<file path="src/palette_key_diag_map.vh">
`ifndef PALETTE_KEY_DIAG_MAP_VH
`define PALETTE_KEY_DIAG_MAP_VH
// register indices; byte address is four times the index
`define IDX_REVISION      12'h000
`define IDX_PRODUCT_ID    12'h001
`define IDX_KEY_VALUE     12'h068
`define IDX_KEY_MASK      12'h06c
`define IDX_KEY_CTRL      12'h078
`define IDX_SENSE         12'h082
`define IDX_SIG_STATUS    12'h083
`define IDX_SIG_RED       12'h084
`define IDX_SIG_GREEN     12'h086
`define IDX_SIG_BLUE      12'h088
`define IDX_PLL_P         12'h08c
`define IDX_PLL_C         12'h08d
`define IDX_PLL_M         12'h08e
`define IDX_PLL_N         12'h08f
`define IDX_MASK_LOW      12'h090
`define IDX_MASK_HIGH     12'h091
`define IDX_CONST_ONE     12'h0a0
`define IDX_CONST_FOUR    12'h0a3
`define IDX_MISC_CTRL     12'h0c0
`define IDX_PLL_CTRL      12'h0c1
// misc control field positions
`define MISC_SENSE_SEL    0
`define MISC_SIG_CTRL     1
`define MISC_MASK_EN      2
`define MISC_BORDER_USED  3
`define MISC_INTERLACE    4
`define MISC_VARIANT_DB   5
// pixel mode codes, PLL source codes, fixed id values, PLL reset values, signature constants
`define MODE_PACKED24     3'h0
`define MODE_RGB16        3'h1
`define MODE_YUV16        3'h2
`define MODE_BPP32        3'h3
`define MODE_VGA          3'h4
`define SRC_STD_A         3'h4
`define SRC_STD_B         3'h5
`define REVISION_VALUE    8'h01
`define PRODUCT_ID_VALUE  8'h5a
`define RESET_M_FS0       8'h05
`define RESET_M_FS1       8'h0e
`define RESET_M_OTHER     8'h00
`define RESET_N           8'h05
`define SIG_SEED          8'h00
`define SIG_POLY          8'h1d
`endif

</file>
<file path="src/palette_key_diag_regs.v">
// Summary of operation
// - key value is ANDed with key mask before any key comparison
// - key control bit 0 enables key matching in key modes; resets zero
// - key enable ignored for packed 24, straight 16 RGB, VGA input
// - double-buffer variant: bit 0 is key enable in 16 YUV and 32
// - double-buffer variant 16 RGB: bit 0 suppresses buffer B
// - suppress 0 gives normal double buffering, 1 shows buffer A only
// - four read/write 8-bit colour converter constants at consecutive indices
// - read-only revision level register
// - read-only product identification code register
// - sense bits 2:0 are raw comparator outputs, unlatched
// - bits 6:4 latch raw bits during active line time only
// - bit 3 is AND of raw comparator bits
// - bit 7 is AND of latched comparator bits
// - active-low sense pin follows raw or latched combined bit per select
// - signature done bit: 0 idle or incomplete, 1 finished; resets zero
// - three signature registers compress red, green, blue converter inputs
// - signature control and blanking (border in interlace) govern signature
// - standard PLL mode returns P, C, M, N at widths 3,2,7,6
// - compatibility mode: 8e gives freq field and vco count, 8f ref count
// - divider readback source picked by source, fs inputs, internal fs
// - low mask bit n zeroes pixel inputs 4n+3..4n when enabled
// - high mask zeroes pixel inputs 63..32 likewise when enabled
//
// Implementation choice: register access over APB.
`include "palette_key_diag_map.vh"
`timescale 1ns/1ns
`default_nettype none
module palette_key_diag_regs (
    input  wire        mclk_i,
    input  wire        rst_b_i,
    input  wire        psel_i,
    input  wire        penable_i,
    input  wire        pwrite_i,
    input  wire [13:0] paddr_i,
    input  wire [31:0] pwdata_i,
    output reg         pready_o,
    output reg  [31:0] prdata_o,
    output reg         pslverr_o,
    input  wire [2:0]  pixel_mode_i,
    input  wire [2:0]  raw_compare_i,
    input  wire        blank_b_i,
    input  wire        border_b_i,
    input  wire [7:0]  dac_red_i,
    input  wire [7:0]  dac_green_i,
    input  wire [7:0]  dac_blue_i,
    input  wire [1:0]  frequency_select_inputs_i,
    input  wire [7:0]  pll_p_sel_i,
    input  wire [7:0]  pll_c_sel_i,
    input  wire [7:0]  pll_m_sel_i,
    input  wire [7:0]  pll_n_sel_i,
    input  wire [7:0]  vco_divider_sel_i,
    input  wire [7:0]  ref_divider_sel_i,
    input  wire [63:0] pixel_port_i,
    output reg  [63:0] pixel_port_o,
    output reg  [7:0]  masked_key_o,
    output reg         key_active_o,
    output reg         second_buffer_suppress_o,
    output reg  [31:0] colour_constants_o,
    output reg         sense_b_o,
    output reg  [2:0]  pll_source_select_o,
    output reg  [3:0]  internal_frequency_select_o
);
////////////////////////////////////////////////////////////////////////////////
localparam [2:0] ST_IDLE = 3'b001;
localparam [2:0] ST_RUN  = 3'b010;
localparam [2:0] ST_DONE = 3'b100;

reg  [7:0] key_value_reg;
reg  [7:0] key_mask_reg;
reg        key_ctrl_reg;
reg  [7:0] const_reg [0:3];
reg  [5:0] misc_reg;
reg  [6:0] pll_ctrl_reg;
reg  [7:0] mask_low_reg;
reg  [7:0] mask_high_reg;
reg  [2:0] latched_reg;
reg  [7:0] sig_red_reg;
reg  [7:0] sig_green_reg;
reg  [7:0] sig_blue_reg;
reg  [2:0] sig_state_reg;
reg  [7:0] pll_m_reg;
reg  [7:0] pll_n_reg;
reg        boot_reg;
reg  [7:0] rd_byte;

wire [11:0] idx      = paddr_i[13:2];
wire        wr_en    = psel_i & penable_i & pwrite_i;
wire        raw_sense = &raw_compare_i;
wire        lat_sense = &latched_reg;
wire        active_line = blank_b_i & (border_b_i | ~misc_reg[`MISC_BORDER_USED]);
wire        sig_window = blank_b_i & (border_b_i | ~misc_reg[`MISC_INTERLACE]);
wire        std_pll  = (pll_ctrl_reg[2:0] == `SRC_STD_A) | (pll_ctrl_reg[2:0] == `SRC_STD_B);
wire        mode_keyed = (pixel_mode_i == `MODE_YUV16) | (pixel_mode_i == `MODE_BPP32);
wire        mode_db  = (pixel_mode_i == `MODE_RGB16) & misc_reg[`MISC_VARIANT_DB];

// one signature step: shift with feedback, then fold in the parallel word
function [7:0] sig_step;
    input [7:0] cur;
    input [7:0] din;
    begin
        sig_step = ({cur[6:0], 1'b0} ^ (cur[7] ? `SIG_POLY : 8'h00)) ^ din;
    end
endfunction

// the converter constants span four consecutive indices
function in_const_bank;
    input [11:0] at;
    begin
        in_const_bank = (at >= `IDX_CONST_ONE) && (at <= `IDX_CONST_FOUR);
    end
endfunction

////////////////////////////////////////////////////////////////////////////////
// register writes; read-only indices fall through untouched
always @(posedge mclk_i or negedge rst_b_i) begin
    if (!rst_b_i) begin
        key_value_reg <= 8'h00;
        key_mask_reg  <= 8'h00;
        key_ctrl_reg  <= 1'b0;
        const_reg[0]  <= 8'h00;
        const_reg[1]  <= 8'h00;
        const_reg[2]  <= 8'h00;
        const_reg[3]  <= 8'h00;
        misc_reg      <= 6'h00;
        pll_ctrl_reg  <= 7'h00;
        mask_low_reg  <= 8'h00;
        mask_high_reg <= 8'h00;
    end else if (wr_en) begin
        if (idx == `IDX_KEY_VALUE) begin
            key_value_reg <= pwdata_i[7:0];
        end else if (idx == `IDX_KEY_MASK) begin
            key_mask_reg <= pwdata_i[7:0];
        end else if (idx == `IDX_KEY_CTRL) begin
            key_ctrl_reg <= pwdata_i[0];
        end else if (in_const_bank(idx)) begin
            const_reg[idx[1:0]] <= pwdata_i[7:0];
        end else if (idx == `IDX_MISC_CTRL) begin
            misc_reg <= pwdata_i[5:0];
        end else if (idx == `IDX_PLL_CTRL) begin
            pll_ctrl_reg <= pwdata_i[6:0];
        end else if (idx == `IDX_MASK_LOW) begin
            mask_low_reg <= pwdata_i[7:0];
        end else if (idx == `IDX_MASK_HIGH) begin
            mask_high_reg <= pwdata_i[7:0];
        end
    end
end

////////////////////////////////////////////////////////////////////////////////
// PLL readback shows power-on values, tracking the fs pins, until the PLL
// control register is first written; a one-clock window would be unreadable
always @(posedge mclk_i or negedge rst_b_i) begin
    if (!rst_b_i) begin
        boot_reg  <= 1'b1;
        pll_m_reg <= `RESET_M_OTHER;
        pll_n_reg <= `RESET_N;
    end else if (boot_reg) begin
        if (wr_en && idx == `IDX_PLL_CTRL) begin
            boot_reg <= 1'b0;
        end
        pll_n_reg <= `RESET_N;
        if (frequency_select_inputs_i == 2'b00) begin
            pll_m_reg <= `RESET_M_FS0;
        end else if (frequency_select_inputs_i == 2'b01) begin
            pll_m_reg <= `RESET_M_FS1;
        end else begin
            pll_m_reg <= `RESET_M_OTHER;
        end
    end else if (std_pll) begin
        pll_m_reg <= {1'b0, pll_m_sel_i[6:0]};
        pll_n_reg <= {2'b00, pll_n_sel_i[5:0]};
    end else begin
        pll_m_reg <= vco_divider_sel_i;
        pll_n_reg <= {3'b000, ref_divider_sel_i[4:0]};
    end
end

////////////////////////////////////////////////////////////////////////////////
// signature: cleared while control low, accumulates over one visible frame
always @(posedge mclk_i or negedge rst_b_i) begin
    if (!rst_b_i) begin
        sig_state_reg <= ST_IDLE;
        sig_red_reg   <= `SIG_SEED;
        sig_green_reg <= `SIG_SEED;
        sig_blue_reg  <= `SIG_SEED;
        latched_reg   <= 3'b000;
    end else begin
        if (active_line) begin
            latched_reg <= raw_compare_i;
        end
        case (sig_state_reg)
            ST_IDLE: begin
                sig_red_reg   <= `SIG_SEED;
                sig_green_reg <= `SIG_SEED;
                sig_blue_reg  <= `SIG_SEED;
                if (misc_reg[`MISC_SIG_CTRL] && !blank_b_i) begin
                    sig_state_reg <= ST_RUN;
                end
            end
            ST_RUN: begin
                if (!misc_reg[`MISC_SIG_CTRL]) begin
                    sig_state_reg <= ST_IDLE;
                end else if (sig_window) begin
                    sig_red_reg   <= sig_step(sig_red_reg, dac_red_i);
                    sig_green_reg <= sig_step(sig_green_reg, dac_green_i);
                    sig_blue_reg  <= sig_step(sig_blue_reg, dac_blue_i);
                end else if (sig_red_reg != `SIG_SEED || sig_green_reg != `SIG_SEED) begin
                    sig_state_reg <= ST_DONE;
                end
            end
            ST_DONE: begin
                // hold until software drops the control bit
                if (!misc_reg[`MISC_SIG_CTRL]) begin
                    sig_state_reg <= ST_IDLE;
                end
            end
            default: sig_state_reg <= ST_IDLE;
        endcase
    end
end

////////////////////////////////////////////////////////////////////////////////
always @* begin
    if (idx == `IDX_REVISION) begin
        rd_byte = `REVISION_VALUE;
    end else if (idx == `IDX_PRODUCT_ID) begin
        rd_byte = `PRODUCT_ID_VALUE;
    end else if (idx == `IDX_KEY_VALUE) begin
        rd_byte = key_value_reg;
    end else if (idx == `IDX_KEY_MASK) begin
        rd_byte = key_mask_reg;
    end else if (idx == `IDX_KEY_CTRL) begin
        rd_byte = {7'h00, key_ctrl_reg};
    end else if (idx == `IDX_SENSE) begin
        rd_byte = {lat_sense, latched_reg, raw_sense, raw_compare_i};
    end else if (idx == `IDX_SIG_STATUS) begin
        rd_byte = {7'h00, sig_state_reg[2]};
    end else if (idx == `IDX_SIG_RED) begin
        rd_byte = sig_red_reg;
    end else if (idx == `IDX_SIG_GREEN) begin
        rd_byte = sig_green_reg;
    end else if (idx == `IDX_SIG_BLUE) begin
        rd_byte = sig_blue_reg;
    end else if (idx == `IDX_PLL_P) begin
        rd_byte = std_pll ? {5'h00, pll_p_sel_i[2:0]} : 8'h00;
    end else if (idx == `IDX_PLL_C) begin
        rd_byte = std_pll ? {6'h00, pll_c_sel_i[1:0]} : 8'h00;
    end else if (idx == `IDX_PLL_M) begin
        rd_byte = pll_m_reg;
    end else if (idx == `IDX_PLL_N) begin
        rd_byte = pll_n_reg;
    end else if (idx == `IDX_MASK_LOW) begin
        rd_byte = mask_low_reg;
    end else if (idx == `IDX_MASK_HIGH) begin
        rd_byte = mask_high_reg;
    end else if (in_const_bank(idx)) begin
        rd_byte = const_reg[idx[1:0]];
    end else if (idx == `IDX_MISC_CTRL) begin
        rd_byte = {2'b00, misc_reg};
    end else if (idx == `IDX_PLL_CTRL) begin
        rd_byte = {1'b0, pll_ctrl_reg};
    end else begin
        rd_byte = 8'h00;
    end
end

////////////////////////////////////////////////////////////////////////////////
// zero-wait slave: pready rises in the access cycle's own clock
always @(posedge mclk_i or negedge rst_b_i) begin
    if (!rst_b_i) begin
        pready_o  <= 1'b0;
        prdata_o  <= 32'h00000000;
        pslverr_o <= 1'b0;
    end else begin
        pready_o  <= psel_i & ~penable_i;
        prdata_o  <= (psel_i & ~penable_i & ~pwrite_i) ? {24'h000000, rd_byte} : 32'h0;
        pslverr_o <= 1'b0;
    end
end

////////////////////////////////////////////////////////////////////////////////
// display-side outputs: one clock behind their sources
integer k;
always @(posedge mclk_i or negedge rst_b_i) begin
    if (!rst_b_i) begin
        pixel_port_o                <= 64'h0;
        masked_key_o                <= 8'h00;
        key_active_o                <= 1'b0;
        second_buffer_suppress_o    <= 1'b0;
        colour_constants_o          <= 32'h00000000;
        sense_b_o                   <= 1'b0;
        pll_source_select_o         <= 3'h0;
        internal_frequency_select_o <= 4'h0;
    end else begin
        for (k = 0; k < 16; k = k + 1) begin
            if (misc_reg[`MISC_MASK_EN] &&
                ((k < 8) ? mask_low_reg[k % 8] : mask_high_reg[k % 8])) begin
                pixel_port_o[4*k +: 4] <= 4'h0;
            end else begin
                pixel_port_o[4*k +: 4] <= pixel_port_i[4*k +: 4];
            end
        end
        masked_key_o <= key_value_reg & key_mask_reg;
        // unkeyed modes ignore the bit for keying; 16 RGB double-buffer uses it as suppress
        key_active_o <= key_ctrl_reg & mode_keyed;
        second_buffer_suppress_o <= key_ctrl_reg & mode_db;
        colour_constants_o <= {const_reg[3], const_reg[2], const_reg[1], const_reg[0]};
        sense_b_o <= misc_reg[`MISC_SENSE_SEL] ? lat_sense : raw_sense;
        pll_source_select_o         <= pll_ctrl_reg[2:0];
        internal_frequency_select_o <= pll_ctrl_reg[6:3];
    end
end
endmodule
`default_nettype wire

</file>
<file path="config.mk">
export PLATFORM = sky130hd
export DESIGN_NAME = palette_key_diag_regs
export DESIGN_NICKNAME = d
export VERILOG_FILES = /design/src/palette_key_diag_regs.v
export VERILOG_INCLUDE_DIRS = /design/src /design/src/src
export SDC_FILE = /design/constraint.sdc
export NUM_CORES = 1
export LEC_CHECK = 0
export BUFFER_PORTS_ARGS = -buffer_cell sky130_fd_sc_hd__buf_2
export CAP_MARGIN = 10
export CORE_AREA = 3 3 170 172
export CTS_CLUSTER_SIZE = 40
export DETAILED_ROUTE_END_ITERATION = 16
export DIE_AREA = 0 0 173 175
export GPL_TIMING_DRIVEN = 0
export PLACE_DENSITY = 0.69
export REMOVE_ABC_BUFFERS = 1
export SYNTH_ARGS = -nofsm -noshare
export SYNTH_HDL_FRONTEND = slang
export SYNTH_SLANG_ARGS = --single-unit
export TNS_END_PERCENT = 20
</file>
<file path="constraint.sdc">
create_clock -name mclk_i -period 1.65 [get_ports mclk_i]
set_input_delay 0 -clock mclk_i [delete_from_list [all_inputs] [get_ports mclk_i]]
set_output_delay 0 -clock mclk_i [all_outputs]
set_load 0.01 [all_outputs]
</file>
==> flow_summary_export.csv, run 1 <==
group,metric,value,unit
logic_synthesis,yosys.area_share.simple,15.5,%
outcome,status,"finished with violations",
floorplan,die_w,173,um
critical_path,cp.depth,4,
power_and_ir_drop,powerDensity,1000,nW/um2
logic_synthesis,synth-edff-count,0,
timing,slew_viol_final,0,
layout,drive_gt1_share,36.7,%
global_routing,grt_antenna_before_repair,1,
global_routing,grt_max_degree,105,
critical_path,crit_required,2030,ps
placement,hpwl,24.1,mm
floorplan,coreArea,27600,um2
timing,tns,-470,ps
critical_path,critPathKind,"register to register",
timing,worst_slack,-131,ps
floorplan,dieArea,30300,um2
placement,portBuffers,276,
clock_network,insertion_delay,530,ps
floorplan,start_util,39.4,%
logic_synthesis,netlist_instances,926,
logic_synthesis,synthAdderAreaFrac,0,%
routing,vias,8833,
routing,viasPerCell,5.11,
logic_synthesis,syn-cell-area,10900,um2
power_and_ir_drop,p_leak,7.28,nW
logic_synthesis,ys_types,73,
logic_synthesis,ys_seq_area_share,56.6,%
logic_synthesis,synthFlopType,"dfrtp_1",
layout,fill_cells,2319,
timing,grt_setup_unrepaired,"yes",
logic_synthesis,synthArstFlopShare,100,%
global_routing,grt_pass1_wl,54.2,mm
routing,first_iter_violations,688,
floorplan,rows,61,
layout,n_antenna_cell,0,
clock_network,clock_path_buffers,3,
global_routing,grt_use_total,22.7,%
logic_synthesis,synth_top_family_by_area,"simple AND/OR/NAND/NOR gates",
critical_path,worstPathMaxFanout,2,
logic_synthesis,synth-seq-cells,246,
layout,nets,1527,
critical_path,r2r_cells,4,
layout,area_growth,39.4,%
critical_path,cp_cell_sequence,"mux4_2 -> a221oi_2 -> o21ai_2 -> a221o_1",
layout,largest_reg_flops,64,
timing,tightest_slew,724,ps
outcome,violations,"negative setup slack",
logic_synthesis,ys_warn_count,0,
clock_network,clk_pin_slew,60,ps
logic_synthesis,synth_area_per_cell,11.8,um2
clock_network,cts_tree,"built",
critical_path,crit_path_top_delay_cell,"mux4_2",
logic_synthesis,yosys.area_share.xor_xnor,2.73,%
critical_path,endpoint_kind,"register",
routing,firstDrtPassIters,5,
clock_network,numCtsBuffers,26,
timing,slew-limit-headroom,51.3,%
critical_path,crit_family,"compound AO/OA/AOI/OAI gates",
routing,drt_wl_total,35.2,mm
global_routing,grt_pass1_vias,9134,
logic_synthesis,synth-compound-area-share,9.82,%
routing,wl_per_cell,20.4,um
timing,fmaxAchievable,562,MHz
timing,skew,18.7,ps
power_and_ir_drop,peakVddDrop,0.644,mV
timing,fin_crit,1780,ps
run,drv_cap,0,
clock_network,clock-root-buffer,"clkbuf_16",
routing,postRouteAntennaNets,0,
timing,hold_violations,0,
placement,place_congestion,0.947,
critical_path,arrival,2160,ps
logic_synthesis,synthMuxAreaShare,11.3,%
floorplan,io-pin-count,345,
floorplan,die_h,175,um
timing,hold_ws,7.10,ps
routing,drc_errors,0,
global_routing,grt.overflow.total,0,
timing,finalCritPeriodShare,108,%
timing,setup_viol,12,
clock_network,cts.sinks,246,
critical_path,cpPeakStageDelay,500,ps
critical_path,path_buf_inv,0,
critical_path,crit_path_start_kind,"register",
clock_network,htree_levels,1,
hold_path,hp-class,"input pin to async pin",
metal layers:
| metal | GRT usage [%] | vias up | share of wire (%) | wire [um] |
|---|---|---|---|---|
| li1 | - | 4034 | - | - |
| met2 | 38.8 | 393 | 49 | 17100 |
| met5 | 0 | - | 0.020 | 7 |
| met3 | 4.78 | 52 | 7.9 | 2770 |
| met4 | 5.41 | 2 | 2.0 | 717 |
| met1 | 29.7 | 4352 | 41 | 14600 |
metrics by stage:
step                power, mW  worst slack (ps)  std cells  utilization [%]  instance area (um2)
floorplan                7.85              -637        876                -                10600
global placement         8.69             -3690       1530             45.0                12400
detailed placement       8.86             -1410       1533             45.3                12500
CTS                      15.2              -160       1721             54.2                15000
global route             15.9              -158       1728             54.9                15200
finish                   15.2              -131       1728             54.9                15200
cell type report:
class,instances,area [um2],area share [%]
clock buffers,37,752,4.95
clock inverters,11,149,0.981
inverters,9,33.8,0.223
multi-input cells,621,4650,30.6
flip-flops and latches,246,6170,40.6
well taps,378,473,3.12
repair buffers,426,2950,19.5
cells by family after synthesis:
group | count (synthesis)
buffers and inverters | 83
XOR/XNOR | 34
other | 1
AO/OA/AOI/OAI | 155
flip-flops | 246
multiplexers | 100
AND/OR/NAND/NOR | 307
cell usage after synthesis (5+ instances only):
| library cell | n | area, um2 |
|---|---|---|
| a21boi_0 | 5 | 37.5 |
| a21oi_1 | 29 | 145 |
| a31oi_1 | 7 | 43.8 |
| and2_1 | 74 | 463 |
| and3_1 | 12 | 75.1 |
| buf_1 | 11 | 41.3 |
| buf_2 | 7 | 35.0 |
| buf_4 | 25 | 188 |
| clkbuf_1 | 28 | 105 |
| dfrtp_1 | 242 | 6060 |
| inv_1 | 9 | 33.8 |
| mux2_2 | 75 | 845 |
| mux2_4 | 8 | 120 |
| mux2i_1 | 9 | 90.1 |
| mux4_2 | 8 | 180 |
| nand2_1 | 94 | 353 |
| nand2b_1 | 14 | 87.6 |
| nand3_1 | 16 | 80.1 |
| nor2_1 | 24 | 90.1 |
| nor2b_1 | 12 | 75.1 |
| nor3_1 | 14 | 70.1 |
| nor4_1 | 9 | 56.3 |
| o21ai_0 | 31 | 155 |
| o22ai_1 | 5 | 31.3 |
| o31ai_1 | 26 | 195 |
| o32ai_1 | 5 | 43.8 |
| or3_1 | 7 | 43.8 |
| xnor2_1 | 25 | 219 |
| xor2_1 | 9 | 78.8 |
final timing paths:
| check | slack (ps) | from | end |
|---|---|---|---|
| setup / recovery | -130 | const_reg[3]$_DFFE_PN0P_ | prdata_o[3]$_DFF_PN0_ |
| hold / removal | 7 | rst_b_i | pixel_port_o[19]$_DFF_PN0_ |
| max in group asynchronous | 370 | rst_b_i | pll_ctrl_reg[1]$_DFFE_PN0P_ |
| hold reg to reg | 400 | const_reg[6]$_DFFE_PN0P_ | colour_constants_o[30]$_DFF_PN0_ |
| setup reg to reg | -130 | const_reg[3]$_DFFE_PN0P_ | prdata_o[3]$_DFF_PN0_ |
| min in group mclk_i | 30 | pwrite_i | prdata_o[6]$_DFF_PN0_ |
what timing repair did:
| item | 4_1_cts | 5_1_grt |
|---|---|---|
| hold endpoints to repair | 332 | 0 |
| setup buffers | 6 | 7 |
| pin swaps | 7 | 10 |
| hold buffers | 134 | 0 |
| setup endpoints to repair | 113 | 100 |
| gates resized for setup | 38 | 37 |
power breakdown:
part	switching [mW]	internal, mW	total, mW
sequential	0.384	6.36	6.75
combinational	1.34	1.13	2.47
clock	2.38	3.65	6.03
total	4.10	11.1	15.2
layout by cell type, fill, tap and decap left out, types with 5 or more instances in the layout:
cell	Yosys	final
a21oi_1	29	26
a31oi_1	7	6
and2_1	74	74
and3_1	12	11
buf_2	7	270
buf_4	25	13
clkbuf_1	28	5
clkbuf_16	0	26
clkbuf_8	0	6
conb_1	1	25
dfrtp_1	242	238
dlygate4sd3_1	0	134
inv_1	9	9
mux2_2	75	75
mux2_4	8	8
mux2i_1	9	9
mux4_2	8	8
nand2_1	94	93
nand2b_1	14	12
nand3_1	16	15
nor2_1	24	22
nor2b_1	12	8
nor3_1	14	12
nor4_1	9	7
o21ai_0	31	27
o31ai_1	26	20
o31ai_2	0	6
xnor2_1	25	25
xor2_1	9	9
Note: power is estimated with default switching activity, not from simulation.
==> run 2, diff against run 1 <==
--- a/config.mk
+++ b/config.mk
@@ -8,12 +8,12 @@
 export LEC_CHECK = 0
 export BUFFER_PORTS_ARGS = -buffer_cell sky130_fd_sc_hd__buf_2
 export CAP_MARGIN = 10
-export CORE_AREA = 3 3 170 172
+export CORE_AREA = 3 3 181 183
 export CTS_CLUSTER_SIZE = 40
 export DETAILED_ROUTE_END_ITERATION = 16
-export DIE_AREA = 0 0 173 175
+export DIE_AREA = 0 0 184 186
 export GPL_TIMING_DRIVEN = 0
-export PLACE_DENSITY = 0.69
+export PLACE_DENSITY = 0.62
 export REMOVE_ABC_BUFFERS = 1
 export SYNTH_ARGS = -nofsm -noshare
 export SYNTH_HDL_FRONTEND = slang
==> flow_summary_export.csv, run 2 (synthesized netlist as in run 1, its figures left out) <==
group,metric,value,unit
placement,hpwl,24.3,mm
power_and_ir_drop,p_leak,7.28,nW
layout,fin_util,48.4,%
global_routing,gr-max-usage-layer,"met2",
critical_path,worstPathMaxFanout,3,
global_routing,grt_pass1_vias,8997,
placement,dpl-instance-area,12500,um2
floorplan,rows,65,
critical_path,cpPeakStageDelay,510,ps
timing,slew_viol_final,0,
layout,layout_common_cells,"buf_2, dfrtp_1, dlygate4sd3_1, nand2_1, mux2_2",
power_and_ir_drop,powerDensity,1040,nW/um2
timing,worst_slack,-137,ps
timing,hold_violations,1,
clock_network,clock_path_buffers,3,
outcome,status,"finished with violations",
clock_network,clk_pin_slew,60,ps
clock_network,insertion_delay,560,ps
global_routing,use_met2,34.2,%
layout,fill_cells,2820,
power_and_ir_drop,p_total,15.8,mW
routing,drc_errors,0,
critical_path,crit_path_start_kind,"register",
global_routing,grt_max_degree,130,
global_routing,grt_antenna_before_repair,1,
clock_network,clock-root-buffer,"clkbuf_16",
placement,portBuffers,276,
timing,fmaxAchievable,560,MHz
critical_path,arrival,2190,ps
critical_path,crit_path_top_delay_cell,"mux4_2",
global_routing,grt_use_met1,25.4,%
timing,grt_setup_unrepaired,"yes",
routing,viasPerCell,5.00,
clock_network,htree_levels,1,
routing,firstDrtPassIters,5,
timing,setup_viol,46,
placement,place_ws,-1380,ps
routing,postRouteAntennaNets,0,
layout,area_growth,39.5,%
critical_path,critPathKind,"register to register",
layout,drive_gt1_share,36.5,%
power_and_ir_drop,peakVddDrop,0.836,mV
global_routing,grt_pass1_wl,52.4,mm
global_routing,grt.overflow.total,0,
clock_network,numCtsBuffers,27,
outcome,violations,"negative hold slack, negative setup slack",
timing,skew,16.0,ps
clock_network,cts_tree,"built",
routing,drt_wl_total,35.1,mm
timing,slew-limit-headroom,41.0,%
layout,nets,1530,
layout,final_common_cell,"buf_2",
floorplan,die_h,186,um
floorplan,die_w,184,um
global_routing,met3_usage,4.03,%
critical_path,endpoint_kind,"register",
timing,tightest_slew,885,ps
layout,largest_reg_flops,64,
floorplan,coreArea,31400,um2
hold_path,hp-class,"input pin to register",
placement,place_congestion,0.948,
run,drv_cap,0,
routing,first_iter_violations,654,
floorplan,io-pin-count,345,
floorplan,start_util,34.7,%
routing,vias,8792,
routing,wl_per_cell,20.0,um
critical_path,crit_required,2060,ps
timing,hold_ws,-8.05,ps
critical_path,cp_cell_sequence,"mux4_2 -> a221oi_2 -> o21ai_2 -> a221o_1",
global_routing,grt_use_total,19.8,%
timing,finalCritPeriodShare,108,%
layout,final_design_area_no_fill,15200,um2
timing,fin_crit,1790,ps
floorplan,dieArea,34200,um2
clock_network,cts.sinks,246,
run 2: cell types whose count changed in the layout (fill, tap and decap cells not counted), sizes merged:
cell | before | now
buf | 291 | 293
bufinv | 3 | 4
clkbuf | 38 | 39
clkinvlp | 3 | 0
diode | 0 | 2
dlygate4sd3 | 134 | 135
inv | 9 | 11
run 2: cell type report:
cell class              instances  area, um2  share of cell area [%]
diodes                          2       5.00                  0.0329
clock buffers                  39        791                    5.20
clock inverters                11        185                    1.22
inverters                       9       33.8                   0.222
multi-input cells             621       4590                    30.2
flip-flops and latches        246       6170                    40.6
well taps                     402        503                    3.31
repair buffers                428       2920                    19.2
run 2: worst max-delay path: cells and delay by family, from the launching register on:
| family | cells | cell delay (ps) |
|---|---|---|
| muxes | 1 | 510 |
| AOI/OAI and AO/OA | 3 | 740 |
| DFF | 1 | 390 |
run 2: repair_timing:
item,CTS,global route
gates resized for setup,36,25
pin swaps,7,7
hold endpoints to repair,305,0
hold buffers,135,0
setup endpoints to repair,113,99
buffers inserted,5,9
run 2: worst paths after layout:
| path | from | to | slack, ps | cells past startpoint |
|---|---|---|---|---|
| max in group asynchronous | rst_b_i | pll_ctrl_reg[2]$_DFFE_PN0P_ | 380 | 3 |
| hold / removal | border_b_i | sig_state_reg[2]$_DFFE_PN0P_ | -8 | 4 |
| setup / recovery | const_reg[19]$_DFFE_PN0P_ | prdata_o[3]$_DFF_PN0_ | -140 | 4 |
| min in group asynchronous | rst_b_i | pixel_port_o[39]$_DFF_PN0_ | 130 | 2 |
| hold reg to reg | const_reg[13]$_DFFE_PN0P_ | colour_constants_o[21]$_DFF_PN0_ | 390 | 0 |
| setup reg to reg | const_reg[19]$_DFFE_PN0P_ | prdata_o[3]$_DFF_PN0_ | -140 | 4 |
run 2: through the flow:
stage,instances,TNS (ps)
2_1_floorplan,876,-29110
3_3_place_gp,1554,-1030360
3_5_place_dp,1557,-99770
4_1_cts,1747,-576
5_1_grt,1757,-5060
6_report,1758,-1660
run 2: metal layers:
metal  wire length, um  part of all wire [%]
met5                 0                     0
met3              2660                   7.6
met2             17000                    48
met1             14700                    42
met4               740                   2.1
run 2: power breakdown:
| group | switching [mW] | total (mW) | internal [mW] | leakage, nW |
|---|---|---|---|---|
| logic | 1.35 | 2.58 | 1.23 | 3.59 |
| registers | 0.382 | 6.75 | 6.37 | 3.21 |
| clock network | 2.50 | 6.49 | 3.98 | 0.480 |
